===== src/pkg/iex_map.vh =====
// Constants for the sixteen-port expander: bus address, command codes, reset values.
// Included by the expander design; holds definitions only.
`ifndef IEX_MAP_VH
`define IEX_MAP_VH

// Fixed upper five bits of the seven-bit slave address.
`define IEX_ADDR_FIXED 5'h16

// Command byte register pointers; bit 0 picks group A (drain) or B (push-pull).
`define IEX_CMD_IN_A 3'h0
`define IEX_CMD_IN_B 3'h1
`define IEX_CMD_OUT_A 3'h2
`define IEX_CMD_OUT_B 3'h3
`define IEX_CMD_DIR_A 3'h4
`define IEX_CMD_DIR_B 3'h5
`define IEX_CMD_MASK_A 3'h6
`define IEX_CMD_MASK_B 3'h7

// Reset values of direction and mask registers.
`define IEX_DIR_RESET 8'h00
`define IEX_MASK_RESET 8'h00

// Bits per byte on the serial bus.
`define IEX_BYTE_BITS 4'h8

// Strap counter: value at which address selects are taken, and value when done.
`define IEX_STRAP_LOAD 2'h2
`define IEX_STRAP_DONE 2'h3

`endif


===== src/hdl/iex_expander.v =====
// Sixteen-port I/O expander with change alert, reached as a two-wire bus slave.
// Assumes the bus master makes the serial clock; all pins are asynchronous to mclk.
// How it works
// [RULE1] Abort input forces serial interface idle
// [RULE2] Abort leaves alert and flags alone
// [RULE3] Input ports compared against last-access reference
// [RULE4] Alert goes low, latched until group read
// [RULE5] Output-configured pins never raise alert
// [RULE6] Separate change flag per eight-bit group
// [RULE7] Mask bit one disables port alert
// [RULE8] Direction bit one input, zero output
// [RULE9] Software masks pin before making it input
// [RULE10] Start is data fall, clock high
// [RULE11] Stop is data rise, clock high
// [RULE12] Data sampled on clock rise, stable high
// [RULE13] Master frames start, address, bytes, stop
// [RULE14] Address 10110 plus two select inputs
// [RULE15] First written byte is register pointer
// [RULE16] Receiver pulls data low on ninth clock
// [RULE17] Device acks writes, master acks reads
// [RULE18] Read uses pointer write then restart
// [RULE19] Snapshot pins, release alert at read ack
// [RULE20] Read group flags cleared, new reference
// [RULE21] Changes during shift-out raise alert again
// [RULE22] Writing outputs never raises alert itself
// [RULE23] Pointers 0-7 select eight registers
// [RULE24] Output defaults from address selects, nibble-wise
// [RULE25] Foreign addresses are neither acked nor used
`timescale 1ns/100ps
`default_nettype none
`include "iex_map.vh"

module iex_expander (
  input wire mclk,
  input wire rst,
  input wire scl_in,
  input wire sda_in,
  output wire sda_out,
  output wire sda_oe_n,
  input wire bus_abort_n,
  input wire addr_select_low,
  input wire addr_select_high,
  input wire [7:0] drain_port_group_in,
  output reg [7:0] drain_port_group_out,
  output reg [7:0] drain_port_group_oe_n,
  input wire [7:0] pushpull_port_group_in,
  output reg [7:0] pushpull_port_group_out,
  output reg [7:0] pushpull_port_group_oe_n,
  output reg change_alert_n
);

  localparam ST_IDLE = 3'h0;
  localparam ST_ADDR = 3'h1;
  localparam ST_CMD = 3'h2;
  localparam ST_WR = 3'h3;
  localparam ST_RD = 3'h4;
  localparam ST_IGNORE = 3'h5;

  // Two-flop synchronisers; the first stage feeds only the second.
  reg [1:0] scl_sync_reg;
  reg [1:0] sda_sync_reg;
  reg [1:0] abort_sync_reg;
  reg [1:0] sel_low_sync_reg;
  reg [1:0] sel_high_sync_reg;
  reg [7:0] drain_meta_reg;
  reg [7:0] drain_pin_reg;
  reg [7:0] pp_meta_reg;
  reg [7:0] pp_pin_reg;
  reg scl_prev_reg;
  reg sda_prev_reg;

  always @(posedge mclk) begin
    if (rst) begin
      scl_sync_reg <= 2'h3;
      sda_sync_reg <= 2'h3;
      abort_sync_reg <= 2'h3;
      sel_low_sync_reg <= 2'h0;
      sel_high_sync_reg <= 2'h0;
      drain_meta_reg <= 8'hFF;
      drain_pin_reg <= 8'hFF;
      pp_meta_reg <= 8'hFF;
      pp_pin_reg <= 8'hFF;
      scl_prev_reg <= 1'h1;
      sda_prev_reg <= 1'h1;
    end else begin
      scl_sync_reg <= {scl_sync_reg[0], scl_in};
      sda_sync_reg <= {sda_sync_reg[0], sda_in};
      abort_sync_reg <= {abort_sync_reg[0], bus_abort_n};
      sel_low_sync_reg <= {sel_low_sync_reg[0], addr_select_low};
      sel_high_sync_reg <= {sel_high_sync_reg[0], addr_select_high};
      drain_meta_reg <= drain_port_group_in;
      drain_pin_reg <= drain_meta_reg;
      pp_meta_reg <= pushpull_port_group_in;
      pp_pin_reg <= pp_meta_reg;
      scl_prev_reg <= scl_sync_reg[1];
      sda_prev_reg <= sda_sync_reg[1];
    end
  end

  wire scl = scl_sync_reg[1];
  wire sda = sda_sync_reg[1];
  wire abort = ~abort_sync_reg[1];
  wire scl_rise = scl & ~scl_prev_reg;
  wire scl_fall = ~scl & scl_prev_reg;
  // [RULE10] Start detection.
  wire start_seen = scl & scl_prev_reg & sda_prev_reg & ~sda;
  // [RULE11] Stop detection.
  wire stop_seen = scl & scl_prev_reg & ~sda_prev_reg & sda;

  // Register file: index 0 is group A (drain), index 1 is group B (push-pull).
  reg [7:0] out_reg [0:1];
  reg [7:0] dir_reg [0:1];
  reg [7:0] mask_reg [0:1];
  reg [7:0] ref_reg [0:1];
  reg [1:0] flag_reg;
  reg [1:0] strap_cnt_reg;

  // Serial engine state.
  reg [2:0] state_reg;
  reg in_ack_reg;
  reg [3:0] bit_cnt_reg;
  reg [7:0] shift_reg;
  reg [7:0] tx_reg;
  reg [2:0] ptr_reg;
  reg master_nack_reg;
  reg sda_low_reg;
  reg snap_pulse_reg;

  assign sda_out = 1'h0;
  assign sda_oe_n = ~sda_low_reg;

  wire [7:0] pins0 = drain_pin_reg;
  wire [7:0] pins1 = pp_pin_reg;

  // [RULE23] Read-back value of the selected register.
  function [7:0] rd_byte;
    input [2:0] ptr;
    begin
      case (ptr)
        `IEX_CMD_IN_A: rd_byte = pins0;
        `IEX_CMD_IN_B: rd_byte = pins1;
        `IEX_CMD_OUT_A: rd_byte = out_reg[0];
        `IEX_CMD_OUT_B: rd_byte = out_reg[1];
        `IEX_CMD_DIR_A: rd_byte = dir_reg[0];
        `IEX_CMD_DIR_B: rd_byte = dir_reg[1];
        `IEX_CMD_MASK_A: rd_byte = mask_reg[0];
        default: rd_byte = mask_reg[1];
      endcase
    end
  endfunction

  // Value of the selected register, as loaded into the shifter.
  wire [7:0] rd_now = rd_byte(ptr_reg);

  // [RULE14] Own address match.
  wire [6:0] own_addr = {`IEX_ADDR_FIXED, sel_high_sync_reg[1], sel_low_sync_reg[1]};
  wire addr_match = (shift_reg[7:1] == own_addr);
  wire byte_done = (bit_cnt_reg == `IEX_BYTE_BITS);
  wire strap_done = (strap_cnt_reg == `IEX_STRAP_DONE);

  // [RULE1] Abort and stop dominate the engine; flags live in a separate process.
  always @(posedge mclk) begin
    if (rst) begin
      state_reg <= ST_IDLE;
      in_ack_reg <= 1'h0;
      bit_cnt_reg <= 4'h0;
      shift_reg <= 8'h00;
      tx_reg <= 8'hFF;
      ptr_reg <= 3'h0;
      master_nack_reg <= 1'h0;
      sda_low_reg <= 1'h0;
      snap_pulse_reg <= 1'h0;
      out_reg[0] <= 8'h00;
      out_reg[1] <= 8'h00;
      dir_reg[0] <= `IEX_DIR_RESET;
      dir_reg[1] <= `IEX_DIR_RESET;
      mask_reg[0] <= `IEX_MASK_RESET;
      mask_reg[1] <= `IEX_MASK_RESET;
    end else begin
      snap_pulse_reg <= 1'h0;
      // [RULE24] Strap-selected output defaults.
      if (strap_cnt_reg == `IEX_STRAP_LOAD) begin
        out_reg[0] <= {{4{sel_high_sync_reg[1]}}, {4{sel_low_sync_reg[1]}}};
        out_reg[1] <= {{4{sel_high_sync_reg[1]}}, {4{sel_low_sync_reg[1]}}};
      end
      if (abort | stop_seen) begin
        state_reg <= ST_IDLE;
        in_ack_reg <= 1'h0;
        sda_low_reg <= 1'h0;
      end else if (start_seen) begin
        state_reg <= ST_ADDR;
        in_ack_reg <= 1'h0;
        bit_cnt_reg <= 4'h0;
        sda_low_reg <= 1'h0;
      end else if (scl_rise) begin
        // [RULE12] Bits taken on the clock rise.
        if (!in_ack_reg && state_reg != ST_IDLE && state_reg != ST_IGNORE) begin
          shift_reg <= {shift_reg[6:0], sda};
          bit_cnt_reg <= bit_cnt_reg + 4'h1;
        end
        if (in_ack_reg && state_reg == ST_RD) begin
          master_nack_reg <= sda;
        end
      end else if (scl_fall) begin
        if (!in_ack_reg) begin
          if (byte_done) begin
            case (state_reg)
              ST_ADDR: begin
                // [RULE25] Foreign address is not acknowledged.
                if (addr_match) begin
                  in_ack_reg <= 1'h1;
                  // [RULE16] Device pulls data low for ack.
                  sda_low_reg <= 1'h1;
                  // [RULE19] Snapshot at read address ack.
                  if (shift_reg[0]) begin
                    tx_reg <= rd_now;
                    snap_pulse_reg <= 1'h1;
                  end
                end else begin
                  state_reg <= ST_IGNORE;
                end
              end
              ST_CMD: begin
                // [RULE15] Pointer from first written byte.
                ptr_reg <= shift_reg[2:0];
                in_ack_reg <= 1'h1;
                sda_low_reg <= 1'h1;
              end
              ST_WR: begin
                in_ack_reg <= 1'h1;
                sda_low_reg <= 1'h1;
                // [RULE23] Writable registers; input groups ignore writes.
                case (ptr_reg)
                  `IEX_CMD_OUT_A: out_reg[0] <= shift_reg;
                  `IEX_CMD_OUT_B: out_reg[1] <= shift_reg;
                  `IEX_CMD_DIR_A: dir_reg[0] <= shift_reg;
                  `IEX_CMD_DIR_B: dir_reg[1] <= shift_reg;
                  `IEX_CMD_MASK_A: mask_reg[0] <= shift_reg;
                  `IEX_CMD_MASK_B: mask_reg[1] <= shift_reg;
                  default: in_ack_reg <= 1'h1;
                endcase
              end
              ST_RD: begin
                // [RULE17] Master acks bytes the device sends.
                in_ack_reg <= 1'h1;
                sda_low_reg <= 1'h0;
              end
              default: sda_low_reg <= 1'h0;
            endcase
          end else if (state_reg == ST_RD) begin
            tx_reg <= {tx_reg[6:0], 1'h1};
            sda_low_reg <= ~tx_reg[6];
          end
        end else begin
          in_ack_reg <= 1'h0;
          bit_cnt_reg <= 4'h0;
          case (state_reg)
            ST_ADDR: begin
              // [RULE18] Read direction after restart sends data.
              if (shift_reg[0]) begin
                state_reg <= ST_RD;
                sda_low_reg <= ~tx_reg[7];
              end else begin
                state_reg <= ST_CMD;
                sda_low_reg <= 1'h0;
              end
            end
            ST_CMD: begin
              state_reg <= ST_WR;
              sda_low_reg <= 1'h0;
            end
            ST_RD: begin
              if (master_nack_reg) begin
                state_reg <= ST_IGNORE;
                sda_low_reg <= 1'h0;
              end else begin
                tx_reg <= rd_now;
                sda_low_reg <= ~rd_now[7];
              end
            end
            default: sda_low_reg <= 1'h0;
          endcase
        end
      end
    end
  end

  // Input and output register reads (pointers 0-3) rearm detection; direction and mask reads do not.
  wire snap_port = snap_pulse_reg & ~ptr_reg[2];
  wire [1:0] clr_grp = {snap_port & ptr_reg[0], snap_port & ~ptr_reg[0]};

  // [RULE3] Difference to reference on inputs.
  // [RULE5] Outputs excluded by direction.
  // [RULE7] Mask gates each port.
  wire [7:0] diff0 = (pins0 ^ ref_reg[0]) & dir_reg[0] & ~mask_reg[0];
  wire [7:0] diff1 = (pins1 ^ ref_reg[1]) & dir_reg[1] & ~mask_reg[1];
  // A group being cleared takes a fresh reference this cycle, so its old difference is void.
  wire [1:0] set_grp = {(|diff1) & strap_done & ~clr_grp[1],
    (|diff0) & strap_done & ~clr_grp[0]};

  // [RULE2] No abort term here; flags survive an abort.
  always @(posedge mclk) begin
    if (rst) begin
      strap_cnt_reg <= 2'h0;
      flag_reg <= 2'h0;
      ref_reg[0] <= 8'h00;
      ref_reg[1] <= 8'h00;
      change_alert_n <= 1'h1;
    end else begin
      if (!strap_done) begin
        strap_cnt_reg <= strap_cnt_reg + 2'h1;
      end
      if (strap_cnt_reg == `IEX_STRAP_LOAD) begin
        ref_reg[0] <= pins0;
        ref_reg[1] <= pins1;
      end
      // [RULE20] New reference: transmitted snapshot on input reads, live pins on output reads.
      // Input reads keep the byte sent, so a change since the snapshot shows next cycle.
      if (clr_grp[0]) begin
        ref_reg[0] <= ptr_reg[1] ? pins0 : tx_reg;
      end
      if (clr_grp[1]) begin
        ref_reg[1] <= ptr_reg[1] ? pins1 : tx_reg;
      end
      // [RULE6] Per-group flags; clear beats set.
      // [RULE21] Later changes set the flag again.
      flag_reg <= (flag_reg & ~clr_grp) | set_grp;
      // [RULE4] Latched alert, low while pending.
      change_alert_n <= ~(|((flag_reg & ~clr_grp) | set_grp));
    end
  end

  // [RULE8] Direction drives the pin enables.
  // [RULE22] Output writes only touch drivers, never flags.
  always @(posedge mclk) begin
    if (rst) begin
      drain_port_group_out <= 8'h00;
      drain_port_group_oe_n <= 8'hFF;
      pushpull_port_group_out <= 8'h00;
      pushpull_port_group_oe_n <= 8'hFF;
    end else begin
      drain_port_group_out <= 8'h00;
      drain_port_group_oe_n <= dir_reg[0] | out_reg[0];
      pushpull_port_group_out <= out_reg[1];
      pushpull_port_group_oe_n <= dir_reg[1];
    end
  end

endmodule // iex_expander
`default_nettype wire


===== config.mk =====
export PLATFORM = sky130hd
export DESIGN_NAME = iex_expander
export DESIGN_NICKNAME = d
export VERILOG_FILES = /design/src/hdl/iex_expander.v
export VERILOG_INCLUDE_DIRS = /design/src /design/src/pkg
export SDC_FILE = /design/constraint.sdc
export NUM_CORES = 1
export LEC_CHECK = 0
export BUFFER_PORTS_ARGS = -buffer_cell sky130_fd_sc_hd__buf_2
export CAP_MARGIN = 20
export CORE_ASPECT_RATIO = 1.1
export CORE_MARGIN = 2
export CORE_UTILIZATION = 45
export DETAILED_ROUTE_END_ITERATION = 8
export GPL_TIMING_DRIVEN = 0
export PLACE_DENSITY = 0.64
export REMOVE_ABC_BUFFERS = 1
export SYNTH_ARGS = -nofsm -noshare
export SYNTH_HDL_FRONTEND = slang
export SYNTH_SLANG_ARGS = --single-unit
export TNS_END_PERCENT = 50

===== constraint.sdc =====
create_clock -name mclk -period 3.15 [get_ports mclk]
set_input_delay 0.315 -clock mclk [delete_from_list [all_inputs] [get_ports mclk]]
set_output_delay 0.315 -clock mclk [all_outputs]
set_load 0.01 [all_outputs]

# Yosys cells after proc, flatten, opt, wreduce, memory -nomap -nowiden

Memory sizes are Yosys's and may differ from the RTL's.
Index checks and enable logic that the tools add are counted.

Flip-flop bits (word level): 103
Latch bits: 0
Bits in writable memories: 64
Memory bits (read-only): 0
Input bits: 23
Output and inout port bits: 35
Word-level logic and storage cells: 278
Memories kept: 4

Memories:

| memory   | depth | width | rd ports | clocked after memory_dff | wr ports | line               | text |
|---|---|---|---|---|---|---|---|
| dir_reg  | 2     | 8     | 2        | 0                        | 2        | iex_expander.v:112 | `reg [7:0] dir_reg [0:1];` |
| mask_reg | 2     | 8     | 2        | 0                        | 2        | iex_expander.v:113 | `reg [7:0] mask_reg [0:1];` |
| out_reg  | 2     | 8     | 2        | 0                        | 2        | iex_expander.v:111 | `reg [7:0] out_reg [0:1];` |
| ref_reg  | 2     | 8     | 2        | 0                        | 2        | iex_expander.v:114 | `reg [7:0] ref_reg [0:1];` |

Add/sub/neg operators: 2
Multipliers: 0
Divide/modulo/power cells: 0
$lt $le $gt $ge: 0
Equality and inequality tests: 28
Shift operators: 0
Multiplexer cells: 122
Bitwise gates (word level): 61
Reductions and logical operators: 34

Operator list:

| cell                 | number |
|---|---|
| $mux W8              | 22 |
| $mux W1              | 84 |
| $pmux W8 S7          | 1 |
| $and A8 B8 Y8        | 4 |
| $not A1 Y1           | 22 |
| $reduce_and A7 Y1    | 3 |
| $reduce_bool A3 Y1   | 7 |
| $mux W4              | 5 |
| $mux W3              | 6 |
| $not A8 Y8           | 2 |
| $reduce_and A4 Y1    | 4 |
| $reduce_or A8 Y1     | 2 |
| $xor A8 B8 Y8        | 2 |
| $eq A3 B3 Y1 const B | 5 |
| $ne A3 B3 Y1 const B | 5 |
| $and A1 B1 Y1        | 14 |
| $or A1 B1 Y1         | 13 |
| $eq A3 B2 Y1 const B | 4 |
| $reduce_and A10 Y1   | 1 |
| $pmux W3 S3          | 1 |
| $reduce_or A9 Y1     | 1 |
| $ne A4 B4 Y1 const B | 2 |
| $or A8 B8 Y8         | 1 |
| $reduce_bool A2 Y1   | 4 |
| 21 further kinds     | 32 |

# Logic depth before layout (Yosys ltp)

Gate-level depths: netlist of the first run.

Depth after elaboration: 12
Gate-level depth with buffers: 8
Depth with buffers taken out: 7

# Least setup slack after synthesis of the first run

Ideal clock, no wire load.

Path kind: register -> register
From: reg scl_prev_reg
To: mem dir_reg[0][0], enable pin
Library setup time: 0.387 ns
Data arrival time: 1.884 ns
Data required time: 2.763 ns
Setup slack: 0.880 ns
Stages on the path, launching flop included: 7
Buffers on the path: 0
Clock period less this slack: 2.270 ns
Cell sequence: dfxtp_1 inv_1 ha_1 nor2b_1 and3_1 nand3_1 o31ai_1

RTL lines:

| item                     | line               | text |
|---|---|---|
| start: declaration       | iex_expander.v:69  | `reg scl_prev_reg;` |
| start signal: assignment | iex_expander.v:95  | `scl_prev_reg <= scl_sync_reg[1];` |
| end: declaration         | iex_expander.v:112 |  |

==> results of run 1 <==
-- Yosys cell counts (3+ instances only) --
| master | instances |
|---|---|
| a211oi_1 | 3 |
| a21o_1 | 20 |
| a21oi_1 | 17 |
| a22o_1 | 16 |
| a31oi_1 | 3 |
| and2_1 | 17 |
| and3_1 | 5 |
| buf_2 | 12 |
| buf_4 | 10 |
| buf_6 | 3 |
| clkbuf_1 | 16 |
| dfxtp_1 | 103 |
| edfxtp_1 | 64 |
| ha_1 | 8 |
| inv_1 | 20 |
| mux2i_1 | 30 |
| mux4_2 | 7 |
| nand2_1 | 26 |
| nand2b_1 | 21 |
| nand3_1 | 7 |
| nand3b_1 | 6 |
| nand4_1 | 4 |
| nor2_1 | 44 |
| nor2b_1 | 15 |
| nor3_1 | 7 |
| o21ai_0 | 10 |
| o21ai_1 | 6 |
| o311ai_2 | 6 |
| o31ai_1 | 5 |
| o32ai_1 | 9 |
| or2_2 | 43 |
| or3_1 | 11 |
| xnor2_1 | 19 |
-- logic make-up after synthesis --
| family | count (synthesis) | share of synthesized area (%) |
|---|---|---|
| simple gates | 222 | 17.4 |
| flops | 167 | 54.7 |
| compound gates | 119 | 12.9 |
| buf+inv | 63 | 4.28 |
| mux | 40 | 6.75 |
| xor+xnor | 21 | 2.53 |
| fa+ha+maj | 8 | 1.37 |
| other cells | 1 | 0.0515 |
-- area by class of cell --
type,instances,area share [%]
Clock inverter,10,0.821
Inverter,21,0.958
Multi-Input combinational cell,419,36.8
Sequential cell,167,48.4
Tap cell,200,3.04
Clock buffer,22,6.02
Timing Repair Buffer,55,3.98
-- cells in the final DEF, fill, tap and decap left out, drive strengths merged, types with 20 or more instances in the layout --
cell type | Yosys | routed
a21o | 20 | 20
buf | 26 | 55
clkbuf | 16 | 22
dfxtp | 103 | 103
edfxtp | 64 | 64
inv | 21 | 23
mux2i | 30 | 30
nand2 | 26 | 26
nand2b | 21 | 21
nor2 | 45 | 45
or2 | 44 | 44
-- stage by stage --
step | hold slack, ns | util [%] | cells | setup WS [ns] | setup TNS (ns)
after floorplan | 0.384 | - | 607 | 0.712 | 0
after global placement | 0.394 | 47.9 | 855 | -0.215 | -5.84
after detailed placement | 0.394 | 48.4 | 859 | 0.352 | 0
after CTS | 0.0428 | 52.0 | 891 | 0.318 | 0
after global routing | 0.0473 | 52.1 | 894 | 0.223 | 0
final | 0.0570 | 52.1 | 894 | 0.363 | 0
-- layer usage --
layer  share of wire, %  vias to the layer above
met3                5.3                       30
met2                 50                      163
li1                   -                     2356
met4                2.6                        0
met5                  0                        -
met1                 42                     2481
-- power groups by stage --
stage / logic, mW / clock network, mW / registers (mW)
floorplan: 0.207 / 0 / 2.49
global placement: 0.341 / 0 / 2.50
detailed placement: 0.352 / 0 / 2.51
CTS: 0.353 / 1.99 / 2.46
global route: 0.381 / 2.07 / 2.47
finish: 0.350 / 1.96 / 2.46
-- final timing paths --
kind | end | cells after the start
max | mask_reg[0][10] | 7
min | sda_sync_reg[0] | 2
max reg2reg | mask_reg[0][10] | 7
min reg2reg | drain_pin_reg[0] | 1
==> impl_metrics.tcl, run 1 <==
set metrics [dict create \
    drive_above_1_share_pct 22.8 \
    netlist_area_um2 7280 \
    grt_setup_unrepaired "false" \
    p_int_mw 3.65 \
    top_usage_layer "met2" \
    async_flop_share_pct 0 \
    pwr-share-comb_pct 7.3 \
    cts_resized 0 \
    synth_cell_types 70 \
    antennaDiodeCount 0 \
    yosysTopAreaCell "dfxtp_1" \
    max_slew_margin_pct 31.7 \
    initial_core_util_pct 46.1 \
    wl_per_cell_um 18.8 \
    fill_cells 1408 \
    dpl_cell_area_um2 7640 \
    hold_path_startpoint "sda_in" \
    ys_ff_latch 167 \
    crit_type "reg -> reg" \
    r2r_start "scl_prev_reg" \
    worstSkewPairLatency_ns 0.43 \
    pwr-share-seq_pct 51.6 \
    gp_congestion 0.901 \
    regArea_um2 3990 \
    synth_area_leaders "dfxtp_1 (28%), edfxtp_1 (26%), mux2i_1 (4.1%)" \
    ff2ff_setup_slack_ns 0.36 \
    grt_max_degree 46 \
    p_sw_mw 1.12 \
    hp-class "in -> reg" \
    power_density_nw_per_um2 579 \
    vias 5030 \
    num_io_pins 58 \
    critPathArrivalTime_ns 2.93 \
    setup_viol 0 \
    cts_buffer_depth 2 \
    met3_usage_pct 3.88 \
    stdcell_area_um2 8230 \
    firstDrtPassIters 6 \
    dpl.hpwl_um 11700 \
    cp-startpoint "scl_prev_reg" \
    root_buffer "clkbuf_16" \
    drt-total-wl_um 16800 \
    post_cts_buffers 0 \
    vias_per_cell 5.63 \
    cp_cell_sequence "inv_1 -> ha_1 -> nor2b_1 -> and3_1 -> nand3_1 -> o31ai_1 -> buf_4" \
    grt_pass1_wl_um 26000 \
    hold_viol 0 \
    cap_violations 0 \
    synth_top_area_share_pct 28.3 \
    p_clk_share_pct 41.1 \
    use_met1_pct 24.8 \
    crit_path_end_kind "flip-flop" \
    route.detailed.drc 0 \
    p_leak_nw 3.21 \
    status "completed" \
    ctsHoldBuffers 0 \
    multi_input_area_um2 3030 \
    clock_sinks 167 \
    synth_edf_count 64 \
    yosys_warnings 0 \
    cts_buffers 17 \
    min_period_ns 2.79 \
    vdd.ir_drop.worst_uv 408 \
    die_area_um2 17200 \
    cp_top_family "compound AO/OA/AOI/OAI gates" \
    tightest_slew_ns 1.02 \
    use_met2_pct 34.2 \
    synth_area_per_cell_um2 11.4 \
    synth_ff_type "dfxtp_1" \
    cp.buffers_inverters 2 \
    io_buffers 48 \
    fin_crit_sh_pct 88.5 \
    start_kind "flip-flop" \
    area_growth_pct 13.0 \
    fin_nets 712 \
    overflow 0 \
    cts_tree "yes" \
    chipWidth_um 125 \
    crit_slowest_cell "o31ai_1" \
    switching_share_pct 23.4 \
    required_ns 3.29 \
    drtAntennaViolNets 0 \
    total_power_mw 4.77 \
    drt-initial-drc-count 409 \
    fmax_ghz 0.359 \
    clk_pin_slew_ns 0.06 \
    rows 48 \
    crit_fanout 7 \
    die_h_um 137 \
    grt_pass1_vias 4845 \
    cts-htree-levels 4 \
    syn_inst 641 \
    antenna_found_initial 0 \
    skew_ns 0.00903 \
    coreArea_um2 15800 \
    final_max_slew_viol_count 0 \
    max_stage_delay_ns 0.84 \
    grtUsageTotal_pct 20.0 \
    synth-seq-area-share_pct 54.7 \
]
(Power assumes the default switching activity.)
==> run 2: changes to the inputs <==
--- a/config.mk
+++ b/config.mk
@@ -6,6 +6,7 @@
 export SDC_FILE = /design/constraint.sdc
 export NUM_CORES = 1
 export LEC_CHECK = 0
+export ABC_AREA = 1
 export BUFFER_PORTS_ARGS = -buffer_cell sky130_fd_sc_hd__buf_2
 export CAP_MARGIN = 20
 export CORE_ASPECT_RATIO = 1.1
==> run 2 against run 1 <==
Net effect: power grew 2.8%; clock power grew 9.7%; non-clock buffer count shrank 2; maximum frequency grew 7.5%; sequential cell count is the same; combinational power shrank 6.9%; cell count grew 26%; clock skew grew 0.0024 ns; critical endpoint is now dir_reg[0][9]; largest cell class unchanged.
==> impl_metrics.tcl, run 2 <==
set metrics [dict create \
    grtUsageTotal_pct 20.5 \
    min_period_ns 2.59 \
    synth-seq-area-share_pct 53.5 \
    stdcell_count 1124 \
    p_leak_nw 3.66 \
    cp_cell_sequence "inv_1 -> nand3_1 -> o21ai_0 -> buf_4" \
    drtAntennaViolNets 0 \
    p_sw_mw 1.18 \
    yosysTopAreaCell "dfxtp_1" \
    cts_buffers 17 \
    tightest_slew_ns 1.06 \
    die_area_um2 17600 \
    pwr-share-comb_pct 6.6 \
    netlist_area_um2 7440 \
    yosys.cell_count.top_type "nand2_1" \
    clk_pin_slew_ns 0.07 \
    cp.buffers_inverters 2 \
    synth_area_per_cell_um2 8.64 \
    hold_viol 0 \
    yosys_warnings 0 \
    clock_sinks 167 \
    status "completed" \
    vias 5693 \
    initial_core_util_pct 45.8 \
    cts_buffer_depth 2 \
    synth_top_area_share_pct 27.7 \
    hp-class "in -> reg" \
    muxShareOfSynthArea_pct 0 \
    synth-simple-area-share_pct 26.4 \
    wl_per_cell_um 15.4 \
    holdWs_ns 0.0557 \
    crit_slowest_cell "o21ai_0" \
    fin_crit_sh_pct 82.3 \
    route.detailed.drc 0 \
    ctsHoldBuffers 0 \
    p_int_mw 3.72 \
    max_stage_delay_ns 0.61 \
    multi_input_area_um2 2850 \
    grt_pass1_wl_um 28000 \
    synth_edf_count 64 \
    synth_xor_area_share_pct 0.942 \
    pwr-share-seq_pct 49.5 \
    cts_resized 0 \
    cts-htree-levels 4 \
    cp_top_family "buffers and inverters" \
    final_common_cell "nand2_1" \
    synth_area_leaders "dfxtp_1 (28%), edfxtp_1 (26%), nand2_1 (7.9%)" \
    drive_above_1_share_pct 20.0 \
    io_buffers 48 \
    cts_tree "yes" \
    setup_viol 0 \
    crit_type "reg -> reg" \
    synth_cell_types 40 \
    vias_per_cell 5.06 \
    async_flop_share_pct 0 \
    area_growth_pct 13.6 \
    p_clk_share_pct 43.9 \
    synth-compound-area-share_pct 9.17 \
    ys_ff_latch 167 \
    antenna_found_initial 0 \
    gp_congestion 0.869 \
    synth_top_family_by_area "simple AND/OR/NAND/NOR gates" \
    stdcell_area_um2 8450 \
    final_max_slew_viol_count 0 \
    grt_setup_unrepaired "false" \
    power_density_nw_per_um2 580 \
    cap_violations 0 \
    fill_cells 1528 \
    grt_max_degree 48 \
    start_kind "flip-flop" \
    chipWidth_um 127 \
    coreArea_um2 16200 \
    die_h_um 139 \
    fin_nets 938 \
    num_io_pins 58 \
    skew_ns 0.0115 \
    antennaDiodeCount 0 \
    post_cts_buffers 0 \
    syn_inst 861 \
    dp_cells 1092 \
    max_slew_margin_pct 28.6 \
    synth_fa_ha_area_share_pct 1.35 \
    root_buffer "clkbuf_16" \
    vdd.ir_drop.worst_uv 389 \
    fmax_ghz 0.386 \
    firstDrtPassIters 5 \
    worstSkewPairLatency_ns 0.44 \
    final_cell_mix "nand2_1 (157), inv_1 (105), dfxtp_1 (103), nor2_1 (96), edfxtp_1 (64)" \
    overflow 0 \
    switching_share_pct 24.1 \
    rows 49 \
    required_ns 3.30 \
    dpl_cell_area_um2 7840 \
    drt-total-wl_um 17300 \
    synth_ff_type "dfxtp_1" \
    regArea_um2 3980 \
    crit_fanout 17 \
    synthTopCellsByCount "nand2_1 (157), inv_1 (105), dfxtp_1 (103), nor2_1 (96), edfxtp_1 (64)" \
    crit_path_end_kind "flip-flop" \
    dpl.hpwl_um 12800 \
    grt_pass1_vias 5300 \
    drt-initial-drc-count 455 \
    critPathArrivalTime_ns 2.74 \
]
## run 2: changes by cell type after synthesis, sizes merged, moves of 15 or more
cell	delta
a22o	-16
mux2i	-30
xnor2	-18
nand3	+42
nand2	+140
and2	-17
nor2	+68
nand4	+16
nor2b	-15
nand2b	-21
a21o	-20
inv	+96
o21ai	+50
## run 2: cells by family after synthesis
kind of cell	count (synthesis)
compound gates	116
simple gates	409
flops	167
fa+ha+maj	8
xor+xnor	8
buf+inv	152
other cells	1
## run 2: area by class of cell
class | instances | share of cell area (%)
clock buffers | 18 | 5.33
clock inverters | 14 | 1.90
inverters | 118 | 5.26
multi-input cells | 550 | 33.7
flip-flops and latches | 167 | 47.1
well taps | 204 | 3.02
repair buffers | 53 | 3.64
## run 2: path summary, 6_finish.rpt
kind | from | endpoint | slack [ns] | cells past startpoint
worst min register to register | sel_low_sync_reg[0] | sel_low_sync_reg[1] | 0.40 | 2
worst max-delay path | ptr_reg[1] | dir_reg[0][9] | 0.56 | 4
worst min-delay path | bus_abort_n | abort_sync_reg[0] | 0.06 | 2
worst max register to register | ptr_reg[1] | dir_reg[0][9] | 0.56 | 4
## run 2: power groups by stage
stage                     sequential [mW]  clock [mW]  combinational (mW)
after global placement               2.47           0               0.313
after global routing                 2.44        2.27               0.371
after floorplan                      2.47           0               0.197
after CTS                            2.43        2.18               0.329
final                                2.43        2.15               0.326
after detailed placement             2.47           0               0.327
## run 2: stage by stage
stage	worst slack [ns]	power (mW)	utilization (%)	TNS, ns
global route	0.340	5.08	52.0	0
finish	0.557	4.91	52.0	0
CTS	0.556	4.93	52.0	0
global placement	-0.602	2.78	47.8	-33.19
detailed placement	0.436	2.80	48.3	0
floorplan	1.10	2.66	-	0
## run 2: layer usage
metal / track usage (%) / wire [um]
met5: 0 / 0
met2: 31.0 / 7890
met3: 3.36 / 854
met4: 9.20 / 503
met1: 28.9 / 8090
